**src/ccn_pkg.sv**
```systemverilog
package ccn_pkg;

    // ------------------------------------------------------------
    // I/O ports of the index/data pair
    // ------------------------------------------------------------
    localparam logic [15:0] CCN_PORT_INDEX = 16'h0022;
    localparam logic [15:0] CCN_PORT_DATA = 16'h0023;

    // ------------------------------------------------------------
    // Register indices
    // ------------------------------------------------------------
    localparam logic [7:0] CCN_IDX_LO = 8'hc0;
    localparam logic [7:0] CCN_IDX_HI = 8'hcf;
    localparam logic [7:0] CCN_IDX_CTRL_A = 8'hc0;
    localparam logic [7:0] CCN_IDX_CTRL_B = 8'hc1;
    localparam logic [7:0] CCN_IDX_R1_HIGH = 8'hc5;
    localparam logic [7:0] CCN_IDX_R1_LOW = 8'hc6;
    localparam logic [7:0] CCN_IDX_R2_HIGH = 8'hc8;
    localparam logic [7:0] CCN_IDX_R2_LOW = 8'hc9;
    localparam logic [7:0] CCN_IDX_R3_HIGH = 8'hcb;
    localparam logic [7:0] CCN_IDX_R3_LOW = 8'hcc;
    localparam logic [7:0] CCN_IDX_R4_HIGH = 8'hce;
    localparam logic [7:0] CCN_IDX_R4_LOW = 8'hcf;

    // ------------------------------------------------------------
    // Field positions of cache_config_ctrl_a / _b
    // ------------------------------------------------------------
    localparam int CCN_A_LOW64K = 0;
    localparam int CCN_A_VIDEO = 1;
    localparam int CCN_A_A20EN = 2;
    localparam int CCN_A_KENEN = 3;
    localparam int CCN_A_FLUSHEN = 4;
    localparam int CCN_A_HOLDINV = 5;
    localparam int CCN_A_WAYMODE = 6;
    localparam int CCN_A_SUSPEN = 7;
    localparam int CCN_B_RPLEN = 0;
    localparam logic [7:0] CCN_B_WMASK = 8'h01;

    // ------------------------------------------------------------
    // Reset values and size codes
    // ------------------------------------------------------------
    localparam logic [7:0] CCN_RST_ZERO = 8'h00;
    localparam logic [7:0] CCN_RST_R1_LOW = 8'h0f;
    localparam logic [3:0] CCN_SIZE_OFF = 4'h0;
    localparam logic [3:0] CCN_SIZE_ALL = 4'hf;
    localparam int CCN_PAGE_BIT = 12;

    // ------------------------------------------------------------
    // Fixed region bounds
    // ------------------------------------------------------------
    localparam logic [19:0] CCN_VIDEO_BASE = 20'ha_0000;
    localparam int CCN_MEG_BIT = 20;
    localparam int CCN_64K_BIT = 16;
    localparam int CCN_ADDR20 = 20;

    // Index port sequencing
    typedef enum logic [0:0] {
        CCN_IDLE = 1'b0,
        CCN_ARMED = 1'b1
    } ccn_state_t;

endpackage

```
**src/ccn_region_match.sv**
```systemverilog
`timescale 1ns/100ps

// Compares one address against one programmable uncached region
module ccn_region_match
    import ccn_pkg::*;
(
    // Region setting
    input wire logic [7:0] base_high,
    input wire logic [7:0] base_low_size,
    // Address under test
    input wire logic [31:0] addr,
    // Result
    output logic hit
);

    logic [3:0] size_code;
    logic [31:0] base;
    logic [31:0] diff;

    // Start address is 24 bits; everything above bit 23 is zero
    assign size_code = base_low_size[3:0];
    assign base = {8'h00, base_high, base_low_size[7:4], 12'h000};

    // ------------------------------------------------------------
    // Per-bit compare above the block size
    // ------------------------------------------------------------
    genvar gi;
    generate
        for (gi = 0; gi < 32; gi++)
        begin : g_bit
            if (gi < CCN_PAGE_BIT)
            begin : g_low
                assign diff[gi] = 1'b0;
            end
            else
            begin : g_cmp
                // Bit is examined only when it lies above the block
                localparam logic [4:0] LEVEL = 5'(gi - CCN_PAGE_BIT + 1);
                assign diff[gi] = ({1'b0, size_code} <= LEVEL)
                    && (addr[gi] != base[gi]);
            end
        end
    endgenerate

    // Disabled, whole space, or block match
    always_comb
    begin
        if (size_code == CCN_SIZE_OFF)
            hit = 1'b0;
        else if (size_code == CCN_SIZE_ALL)
            hit = 1'b1;
        else
            hit = (diff == 32'h0000_0000);
    end

endmodule // ccn_region_match

```
**src/ccn_config_bank.sv**
```systemverilog
`timescale 1ns/100ps

// Overview of operation
// - With ctrl_a bit 0 set in real or v86 mode, the first 64 KB of every megabyte is uncached.
// - With ctrl_a bit 1 set, the range 640 KB up to 1 MB is uncached.
// - The address-bit-20 mask input acts only while ctrl_a bit 2 is set.
// - The external cacheable input acts only while ctrl_a bit 3 is set.
// - The external invalidate input acts only while ctrl_a bit 4 is set.
// - With ctrl_a bit 5 set, entering bus hold invalidates the whole cache.
// - Ctrl_a bit 6 picks two-way (0) or direct-mapped (1) organisation.
// - Ctrl_a bit 7 enables suspend request and acknowledge; when clear the acknowledge floats.
// - Ctrl_b bit 0 enables both replacement pins, which float when clear; bits 7 to 1 are reserved.
// - The first byte of each region holds start address bits 23 to 16.
// - The second byte holds start address bits 15 to 12 above a 4-bit size code.
// - Size code 0 disables, 1 is 4 KB doubling up to 32 MB at E, and F is 4 GB.
// - Reset clears every bit except region one's second byte, which becomes 0Fh.
// - Out-of-range index writes go to the external bus; in-range accesses stay inside.
// - Region starts align to block size, and the 4 GB size uncaches everything.
module ccn_config_bank
    import ccn_pkg::*;
(
    // Clock and reset
    input wire logic mclk,
    input wire logic arst_n,
    // Processor I/O cycle request
    input wire logic io_req,
    input wire logic io_write,
    input wire logic [15:0] io_port,
    input wire logic [7:0] io_wdata,
    // I/O cycle answer
    output logic io_claim,
    output logic io_ext,
    output logic [7:0] io_rdata,
    // Memory access under test
    input wire logic [31:0] mem_addr,
    input wire logic real_v86_mode,
    output logic [31:0] mem_addr_eff,
    output logic mem_noncacheable,
    // External pins and core status
    input wire logic addr20_mask_input_n,
    input wire logic cacheable_input_n,
    input wire logic cache_flush_input_n,
    input wire logic hold_ack,
    input wire logic suspend_request_input_n,
    input wire logic core_suspended,
    input wire logic core_rpl_set,
    input wire logic core_rpl_valid,
    // Cache control to the core
    output logic way_mode_select,
    output logic cache_invalidate,
    output logic suspend_req,
    // Two-way pin drivers
    output logic suspend_ack_output_n,
    output logic suspend_ack_oe,
    output logic replacement_set_output,
    output logic replacement_set_oe,
    output logic replacement_valid_output_n,
    output logic replacement_valid_oe
);

    // ------------------------------------------------------------
    // Decode helpers
    // ------------------------------------------------------------

    // True for an index that holds a real register
    function automatic logic idx_impl(input logic [7:0] idx);
        unique case (idx)
            CCN_IDX_CTRL_A, CCN_IDX_CTRL_B,
            CCN_IDX_R1_HIGH, CCN_IDX_R1_LOW,
            CCN_IDX_R2_HIGH, CCN_IDX_R2_LOW,
            CCN_IDX_R3_HIGH, CCN_IDX_R3_LOW,
            CCN_IDX_R4_HIGH, CCN_IDX_R4_LOW: idx_impl = 1'b1;
            default: idx_impl = 1'b0;
        endcase
    endfunction

    // Writable bits of each index; reserved bits stay zero
    function automatic logic [7:0] idx_wmask(input logic [7:0] idx);
        if (idx == CCN_IDX_CTRL_B)
            idx_wmask = CCN_B_WMASK;
        else if (idx_impl(idx))
            idx_wmask = 8'hff;
        else
            idx_wmask = 8'h00;
    endfunction

    // Value taken at reset by each index
    function automatic logic [7:0] idx_reset(input logic [7:0] idx);
        if (idx == CCN_IDX_R1_LOW)
            idx_reset = CCN_RST_R1_LOW;
        else
            idx_reset = CCN_RST_ZERO;
    endfunction

    // True for an index inside the configuration window
    function automatic logic idx_in_range(input logic [7:0] idx);
        idx_in_range = (idx >= CCN_IDX_LO) && (idx <= CCN_IDX_HI);
    endfunction

    // ------------------------------------------------------------
    // State
    // ------------------------------------------------------------
    ccn_state_t state;
    ccn_state_t next_state;
    logic [7:0] index;
    logic [7:0] next_index;
    logic [7:0] cfg [0:15];
    logic [7:0] next_cfg [0:15];
    logic [7:0] rdata;
    logic [7:0] next_rdata;
    logic claim;
    logic next_claim;
    logic ext;
    logic next_ext;

    logic idx_wr;
    logic data_acc;
    logic [3:0] slot;
    logic [7:0] ctrl_a;
    logic [7:0] ctrl_b;

    // Array slot is the low nibble of a C0h..CFh index
    assign slot = index[3:0];
    assign ctrl_a = cfg[CCN_IDX_CTRL_A[3:0]];
    assign ctrl_b = cfg[CCN_IDX_CTRL_B[3:0]];
    assign idx_wr = io_req && io_write && (io_port == CCN_PORT_INDEX);
    assign data_acc = io_req && (io_port == CCN_PORT_DATA);

    // ------------------------------------------------------------
    // Index/data port sequencing and register writes
    // ------------------------------------------------------------
    // One index write arms exactly one data access; a second data
    // access without a fresh index falls through to the bus.
    always_comb
    begin
        next_state = state;
        next_index = index;
        next_rdata = rdata;
        next_claim = 1'b0;
        next_ext = 1'b0;
        for (int i = 0; i < 16; i++)
        begin
            next_cfg[i] = cfg[i];
        end
        if (idx_wr)
        begin
            if (idx_in_range(io_wdata))
            begin
                next_state = CCN_ARMED;
                next_index = io_wdata;
                next_claim = 1'b1;
            end
            else
            begin
                next_state = CCN_IDLE;
                next_ext = 1'b1;
            end
        end
        else if (data_acc)
        begin
            unique case (state)
                CCN_ARMED:
                begin
                    next_state = CCN_IDLE;
                    next_claim = 1'b1;
                    if (io_write)
                    begin
                        next_cfg[slot] = (io_wdata & idx_wmask(index))
                            | (cfg[slot] & ~idx_wmask(index));
                    end
                    else
                    begin
                        // Unimplemented indices in the window read zero
                        next_rdata = cfg[slot] & idx_wmask(index);
                    end
                end
                CCN_IDLE:
                begin
                    next_ext = 1'b1;
                end
            endcase
        end
        else if (io_req)
        begin
            // Any other port, or an index read, is not ours
            next_ext = 1'b1;
        end
    end

    // Registers; reset values come from idx_reset
    always_ff @(posedge mclk or negedge arst_n)
    begin
        if (!arst_n)
        begin
            state <= CCN_IDLE;
            index <= CCN_RST_ZERO;
            rdata <= CCN_RST_ZERO;
            claim <= 1'b0;
            ext <= 1'b0;
            for (int i = 0; i < 16; i++)
            begin
                cfg[i] <= idx_reset({4'hc, 4'(i)});
            end
        end
        else
        begin
            state <= next_state;
            index <= next_index;
            rdata <= next_rdata;
            claim <= next_claim;
            ext <= next_ext;
            for (int i = 0; i < 16; i++)
            begin
                cfg[i] <= next_cfg[i];
            end
        end
    end

    assign io_claim = claim;
    assign io_ext = ext;
    assign io_rdata = rdata;

    // ------------------------------------------------------------
    // Programmable regions
    // ------------------------------------------------------------
    logic [3:0] region_hit;
    logic [31:0] addr_masked;

    genvar gr;
    generate
        for (gr = 0; gr < 4; gr++)
        begin : g_region
            // Regions sit at C5h, C8h, CBh, CEh: three indices apart
            localparam logic [3:0] HI_SLOT =
                4'(CCN_IDX_R1_HIGH[3:0] + 3 * gr);
            localparam logic [3:0] LO_SLOT = 4'(HI_SLOT + 1);
            ccn_region_match u_match (
                .base_high(cfg[HI_SLOT]),
                .base_low_size(cfg[LO_SLOT]),
                .addr(addr_masked),
                .hit(region_hit[gr])
            );
        end
    endgenerate

    // ------------------------------------------------------------
    // Address masking and cacheability
    // ------------------------------------------------------------
    logic fixed_low64k;
    logic fixed_video;
    logic ext_uncached;
    logic [31:0] next_addr_eff;
    logic next_nc;
    logic [31:0] addr_eff;
    logic nc;

    // Pin is ignored unless enabled, so a stray low cannot alias
    always_comb
    begin
        addr_masked = mem_addr;
        if (ctrl_a[CCN_A_A20EN] && !addr20_mask_input_n)
            addr_masked[CCN_ADDR20] = 1'b0;
    end

    // Fixed holes: 64 KB at each meg, and 640 KB..1 MB
    assign fixed_low64k = ctrl_a[CCN_A_LOW64K] && real_v86_mode
        && (addr_masked[CCN_MEG_BIT-1:CCN_64K_BIT] == 4'h0);
    assign fixed_video = ctrl_a[CCN_A_VIDEO]
        && (addr_masked[31:CCN_MEG_BIT] == 12'h000)
        && (addr_masked[CCN_MEG_BIT-1:0] >= CCN_VIDEO_BASE);
    // High on the cacheable pin means the line may not be cached
    assign ext_uncached = ctrl_a[CCN_A_KENEN] && cacheable_input_n;

    // Combine every source of uncached status
    always_comb
    begin
        next_addr_eff = addr_masked;
        next_nc = fixed_low64k || fixed_video || ext_uncached
            || (region_hit != 4'h0);
    end

    // Registered so the core sees a glitch-free decision
    always_ff @(posedge mclk or negedge arst_n)
    begin
        if (!arst_n)
        begin
            addr_eff <= 32'h0000_0000;
            nc <= 1'b0;
        end
        else
        begin
            addr_eff <= next_addr_eff;
            nc <= next_nc;
        end
    end

    assign mem_addr_eff = addr_eff;
    assign mem_noncacheable = nc;

    // ------------------------------------------------------------
    // Invalidate and hold tracking
    // ------------------------------------------------------------
    logic hold_seen;
    logic next_hold_seen;
    logic inval;
    logic next_inval;

    // Pin invalidate and hold entry share one pulse to the core
    always_comb
    begin
        next_hold_seen = hold_ack;
        next_inval = 1'b0;
        if (ctrl_a[CCN_A_FLUSHEN] && !cache_flush_input_n)
            next_inval = 1'b1;
        if (ctrl_a[CCN_A_HOLDINV] && hold_ack && !hold_seen)
            next_inval = 1'b1;
    end

    // Edge memory for hold entry
    always_ff @(posedge mclk or negedge arst_n)
    begin
        if (!arst_n)
        begin
            hold_seen <= 1'b0;
            inval <= 1'b0;
        end
        else
        begin
            hold_seen <= next_hold_seen;
            inval <= next_inval;
        end
    end

    assign cache_invalidate = inval;

    // ------------------------------------------------------------
    // Organisation, suspend and replacement pins
    // ------------------------------------------------------------
    assign way_mode_select = ctrl_a[CCN_A_WAYMODE];
    assign suspend_req = ctrl_a[CCN_A_SUSPEN]
        && !suspend_request_input_n;
    assign suspend_ack_output_n = !core_suspended;
    assign suspend_ack_oe = ctrl_a[CCN_A_SUSPEN];
    assign replacement_set_output = core_rpl_set;
    assign replacement_set_oe = ctrl_b[CCN_B_RPLEN];
    assign replacement_valid_output_n = !core_rpl_valid;
    assign replacement_valid_oe = ctrl_b[CCN_B_RPLEN];

endmodule // ccn_config_bank

```
**config.mk**
```make
export PLATFORM = sky130hd
export DESIGN_NAME = ccn_config_bank
export DESIGN_NICKNAME = d
export VERILOG_FILES = /design/src/ccn_pkg.sv /design/src/ccn_region_match.sv /design/src/ccn_config_bank.sv
export SDC_FILE = /design/constraint.sdc
export NUM_CORES = 1
export LEC_CHECK = 0
export ABC_AREA = 0
export BUFFER_PORTS_ARGS = -buffer_cell sky130_fd_sc_hd__buf_2
export CORE_MARGIN = 8
export CORE_UTILIZATION = 62
export CTS_CLUSTER_SIZE = 25
export DETAILED_ROUTE_END_ITERATION = 12
export PLACE_DENSITY = 0.88
export SLEW_MARGIN = 10
export SYNTH_ARGS = -nofsm -noshare
export SYNTH_HDL_FRONTEND = slang
export SYNTH_SLANG_ARGS = --single-unit
```
**constraint.sdc**
```tcl
create_clock -name mclk -period 6.7 [get_ports mclk]
set_input_delay 1.34 -clock mclk [delete_from_list [all_inputs] [get_ports mclk]]
set_output_delay 1.34 -clock mclk [all_outputs]
set_load 0.02 [all_outputs]
```
==> impl_metrics.yaml, run 1 <==
floorplanning:
  fp.dieH_um: 132
  ioPinCount: 121
  start_util_pct: 63.5
  die_w_um: 132
  floorplan.die_area_um2: 17500
  rows: 42
  coreArea_um2: 13200
logic_synthesis:
  ys_types: 63
  yosys.area.top_type: "dfrtp_1"
  synth-simple-area-share_pct: 7.07
  synth_top_family_by_area: "multiplexers"
  syn_nets: 713
  ys_seq_elements: 182
  synth_ff_type: "dfrtp_1"
  synth-adder-area-share_pct: 0
  ys_warn_count: 0
  avgSynthCellArea_um2: 13.1
  syn_inst: 644
  syn_area_um2: 8410
  muxShareOfSynthArea_pct: 22.0
  async_reset_ff_share_pct: 100
  yosysSeqAreaShare_pct: 54.2
  yosys.area_share.xor_xnor_pct: 5.00
  synth_compound_area_share_pct: 6.61
  post-synth-top-area-fraction_pct: 53.0
  synth_enable_flop_cells: 0
  yosys-top-cells-area: "dfrtp_1 (53%), mux2_2 (9.2%), mux4_2 (8.3%)"
grt:
  first_global_vias: 5794
  track_usage_pct: 23.7
  grt_max_degree: 95
  grt_antenna_before_repair: 0
  overflow: 0
  grt_pass1_wl_mm: 32.1
layout:
  regArea_um2: 4560
  multi_input_area_um2: 3420
  fin_cells: 878
  final_area_um2: 9470
  area_growth_pct: 12.6
  fillers: 845
  diodes: 0
  final_common_cell: "dfrtp_1"
  layout_common_cells: "dfrtp_1 (177), buf_2 (117), mux2_2 (69)"
  drive_gt1_share_pct: 39.6
  final_nets: 759
timing:
  slew_headroom_pct: 30.6
  hold_viol_final: 0
  fin_skew_ns: 0.00739
  tightest_slew_ns: 1.03
  maxSlewViolCount: 0
  rsz0062_at_grt: "no"
  fin_crit_sh_pct: 48.8
  setup_viol: 0
  setup-tns-final_ns: 0
  timing.fmax_mhz: 306
  holdWs_ns: 0.371
  fin_crit_ns: 3.27
clock_network:
  cts-resized-gates: 0
  cts_tree: "done"
  numCtsBuffers: 17
  cts_sinks: 182
  ctsHoldBuffers: 0
  clockBufferDepth: 2
  post-cts-setup-buffers: 0
  clk_pin_slew_worst_paths_ns: 0.06
  h-tree-depth: 4
  clock_latency_ns: 0.44
  cts-root-buf: "clkbuf_16"
route:
  route.detailed.drc: 0
  first_pass_iters: 7
  via_per_inst: 6.17
  antenna_left: 0
  drt-initial-drc-count: 578
  wl_per_cell_um: 23.2
  via_count: 5414
  wirelength_mm: 20.4
pwr:
  ir_drop_mv: 0.265
  p_total_w: 0.00224
  power.density_nw_per_um2: 237
  p_leak_nw: 4.64
place:
  postPlaceCellArea_um2: 8850
  dp_hpwl_mm: 14.4
  dpl.cell_count: 846
  place_congestion: 0.945
  io_buffers: 118
critical_path:
  crit_required_ns: 7.02
  critPathMaxFanout: 8
  worstSetupPathType: "in -> reg"
  start_kind: "primary input"
  rrSetupSlack_ns: 3.75
  end_kind: "flop"
  worstPathArrival_ns: 3.59
status:
  run_status: "finished, final reports clean"
job:
  cap_violations: 0
worst_hold_path:
  worst_hold_path_type: "reg -> reg"
final timing paths:
path / endpoint / startpoint / cells past startpoint
worst min-delay path: cfg[43] / cfg[43] / 0
worst min register to register: cfg[43] / cfg[43] / 0
min in group asynchronous: index[6] / arst_n / 1
worst max register to register: cfg[61] / index[0] / 6
worst max-delay path: cfg[53] / io_port[4] / 7
max in group asynchronous: cfg[36] / arst_n / 3
cells by family after synthesis:
| family | count (synthesis) |
|---|---|
| mux | 118 |
| flops | 182 |
| buf+inv | 104 |
| compound gates | 79 |
| simple gates | 113 |
| xor+xnor | 48 |
per-layer routing:
layer | vias up | track usage (%) | wire, um
li1 | 2363 | - | -
met1 | 2754 | 29.6 | 8210
met2 | 243 | 37.8 | 10100
met3 | 54 | 6.17 | 1420
met4 | 0 | 11.9 | 685
met5 | - | 0 | 0
report_power, final:
| part | internal [W] | leakage (nW) | switching [W] |
|---|---|---|---|
| Combinational | 0.0000359 | 1.90 | 0.0000713 |
| Clock | 0.000595 | 0.290 | 0.000428 |
| Sequential | 0.00111 | 2.44 | 0.00000207 |
cells in the mapped netlist, drive strengths merged (3+ instances only):
cell	number
o21ai	15
nor2b	4
a22o	9
nor3	9
nor4b	4
a21o	4
buf	11
nor2	21
nand2	37
clkbuf	84
dfrtp	178
mux2	78
xnor2	16
nand3	7
or2	3
nand2b	6
mux4	40
a21oi	16
o21a	3
inv	9
nand4	3
a31oi	3
nor4	3
xor2	32
dfstp	4
critical path, cell delays in order:
cell     delay (ns)
buf_2          0.09
nor4b_1        0.40
and4_1         0.30
and3_1         0.31
nand3_1        0.20
nor2_2         0.53
mux2_2         0.41
stage by stage:
stage / setup slack, ns / util (%)
after global placement: 3.17 / 66.8
final: 3.43 / 71.5
after detailed placement: 3.04 / 66.8
after floorplan: 3.59 / -
after global routing: 3.28 / 71.5
after CTS: 3.48 / 71.3
area by class of cell:
cell class / instances / share of cell area [%]
clock inverter: 12 / 1.60
clock buffer: 19 / 4.68
tap: 176 / 2.32
sequential: 182 / 48.1
inverter: 9 / 0.357
timing repair buffer: 122 / 6.83
multi-input combinational: 358 / 36.1
sequential cells by signal, summed over array words and instances, names as in the netlist:
register and cells:
cache_invalidate 1, cfg 112, ctrl_a 8, ctrl_b 8, hold_seen 1, index 8
io_claim 1, io_ext 1, io_rdata 8, mem_addr_eff 32, mem_noncacheable 1, state 1
Power figures use the tool's default switching activity.
==> inputs of run 2 (changes only) <==
--- a/config.mk
+++ b/config.mk
@@ -8,10 +8,10 @@
 export ABC_AREA = 0
 export BUFFER_PORTS_ARGS = -buffer_cell sky130_fd_sc_hd__buf_2
 export CORE_MARGIN = 8
-export CORE_UTILIZATION = 62
+export CORE_UTILIZATION = 57
 export CTS_CLUSTER_SIZE = 25
 export DETAILED_ROUTE_END_ITERATION = 12
-export PLACE_DENSITY = 0.88
+export PLACE_DENSITY = 0.83
 export SLEW_MARGIN = 10
 export SYNTH_ARGS = -nofsm -noshare
 export SYNTH_HDL_FRONTEND = slang
==> constraint.sdc (replaced) <==
create_clock -name mclk -period 3.2 [get_ports mclk]
set_input_delay 0.64 -clock mclk [delete_from_list [all_inputs] [get_ports mclk]]
set_output_delay 0.64 -clock mclk [all_outputs]
set_load 0.02 [all_outputs]
==> run 2 against run 1 <==
  * Setup slack got worse by 3.1 ns
  * Clock power rose by 110%
  * Clock-buffer cell count increased by 1
  * Combinational power up 110%
  * Register-to-register slack worse by 3.4 ns
  * Total power is 110% higher
  * First-iteration DRC count decreased by 30%
  * Cell count is 1.5% higher
  * Critical endpoint is now cfg[28]
  * Largest power group unchanged
==> impl_metrics.yaml, run 2 (synthesis results as in run 1) <==
status:
  run_status: "finished, final reports clean"
pwr:
  switchingPower_w: 0.00109
  power.density_nw_per_um2: 487
  p_leak_nw: 4.67
  p_clk_share_pct: 45.2
  intPower_w: 0.00356
  seq_power_share_pct: 50.0
  combPwrFrac_pct: 4.8
  swShare_pct: 23.4
  ir_drop_mv: 0.402
route:
  wl_per_cell_um: 22.8
  via_count: 5303
  wirelength_mm: 20.3
  via_per_inst: 5.95
  drt-initial-drc-count: 404
  antenna_left: 0
  route.detailed.drc: 0
  first_pass_iters: 5
layout:
  largest-register: "cfg"
  final_common_cell: "dfrtp_1"
  drive_gt1_share_pct: 40.2
  layout_common_cells: "dfrtp_1 (177), buf_2 (117), mux2_2 (69)"
  diodes: 0
  area_growth_pct: 13.5
  largest_reg_flops: 112
  final_area_um2: 9550
  fillers: 1071
  final_nets: 763
clock_network:
  ctsHoldBuffers: 0
  cts-root-buf: "clkbuf_16"
  post-cts-setup-buffers: 0
  cts_sinks: 182
  clockBufferDepth: 2
  h-tree-depth: 4
  clk_pin_slew_worst_paths_ns: 0.07
  numCtsBuffers: 17
  clock_latency_ns: 0.44
  cts-resized-gates: 0
  cts_tree: "done"
timing:
  tightest_slew_ns: 1.06
  fin_crit_sh_pct: 89.4
  setup-tns-final_ns: 0
  hold_viol_final: 0
  timing.fmax_mhz: 350
  fin_crit_ns: 2.86
  setup_viol: 0
  fin_skew_ns: 0.0107
  maxSlewViolCount: 0
  rsz0062_at_grt: "no"
  slew_headroom_pct: 29.1
floorplanning:
  die_w_um: 137
  rows: 44
  ioPinCount: 121
  coreArea_um2: 14500
  fp.dieH_um: 137
  floorplan.die_area_um2: 18900
  start_util_pct: 58.1
place:
  io_buffers: 118
  postPlaceCellArea_um2: 8950
  dp_hpwl_mm: 14.7
  place_congestion: 0.879
critical_path:
  crit_required_ns: 3.57
  crit_path_frequent_cell: "nand2_1"
  start_kind: "flop"
  worstSetupPathType: "reg -> reg"
  critPathMaxFanout: 16
  critPathMaxStageDelay_ns: 0.91
  end_kind: "flop"
  rrSetupSlack_ns: 0.34
  worstPathArrival_ns: 3.23
  cp_cell_sequence: "nor2b_1 -> xnor2_1 -> a211oi_1 -> nand2_1 -> nand2_1 -> mux2_2"
  slowest_stage: "a211oi_1"
grt:
  grtUsageMet3_pct: 4.89
  overflow: 0
  busiest_layer: "met2"
  use_met1_pct: 29.7
  grt_util_met2_pct: 35.0
  grt_antenna_before_repair: 0
  grt_pass1_wl_mm: 31.5
  track_usage_pct: 22.4
  grt_max_degree: 84
  first_global_vias: 5548
job:
  cap_violations: 0
worst_hold_path:
  worst_hold_path_type: "in -> async"
[run 2: per-layer routing]
| layer | up-vias | wire (um) |
|---|---|---|
| li1 | 2373 | - |
| met1 | 2706 | 8520 |
| met2 | 187 | 10000 |
| met3 | 37 | 1140 |
| met4 | 0 | 585 |
| met5 | - | 0 |
[run 2: path summary, 6_finish.rpt]
path,startpoint,to,cells after the start
max,index[2],cfg[28],6
min,arst_n,index[4],1
max reg2reg,index[2],cfg[28],6
min reg2reg,cfg[42],cfg[42],0
max in group asynchronous,arst_n,cfg[6],2
min in group mclk,mem_addr[0],mem_addr_eff[0],1
[run 2: critical path, delay by kind of cell, from the launching register on]
family           cells  cell delay [ns]
AND/OR/NAND/NOR      3             0.74
flip-flops           1             0.78
multiplexers         1             0.25
AO/OA/AOI/OAI        1             0.91
XOR/XNOR             1             0.11
[run 2: cell type report]
class                      instances  area, um2  area share, %
clock inverter                    12        133           1.39
inverter                           9       33.8          0.354
sequential                       182       4560           47.8
timing repair buffer             126        707           7.40
multi-input combinational        358       3420           35.8
tap                              184        230           2.41
clock buffer                      20        467           4.89
[run 2: through the flow]
| step | std cells | power [W] | hold slack (ns) | setup slack (ns) | utilization, % |
|---|---|---|---|---|---|
| after CTS | 891 | 0.00468 | 0.0442 | 0.395 | 65.9 |
| after global routing | 891 | 0.00479 | 0.0538 | 0.208 | 65.9 |
| after detailed placement | 859 | 0.00260 | 0.361 | 0.162 | 61.8 |
| final | 891 | 0.00465 | 0.0522 | 0.339 | 65.9 |
| after global placement | 859 | 0.00259 | 0.358 | 0.273 | 61.8 |
| after floorplan | 644 | 0.00246 | 0.344 | 0.793 | - |
[run 2: power by group through the flow]
stage / clock [W] / combinational, W / sequential (W)
2_1_floorplan: 0 / 0.0000552 / 0.00240
3_3_place_gp: 0 / 0.000221 / 0.00237
3_5_place_dp: 0 / 0.000225 / 0.00237
4_1_cts: 0.00213 / 0.000227 / 0.00233
5_1_grt: 0.00222 / 0.000244 / 0.00233
6_report: 0.00210 / 0.000223 / 0.00233
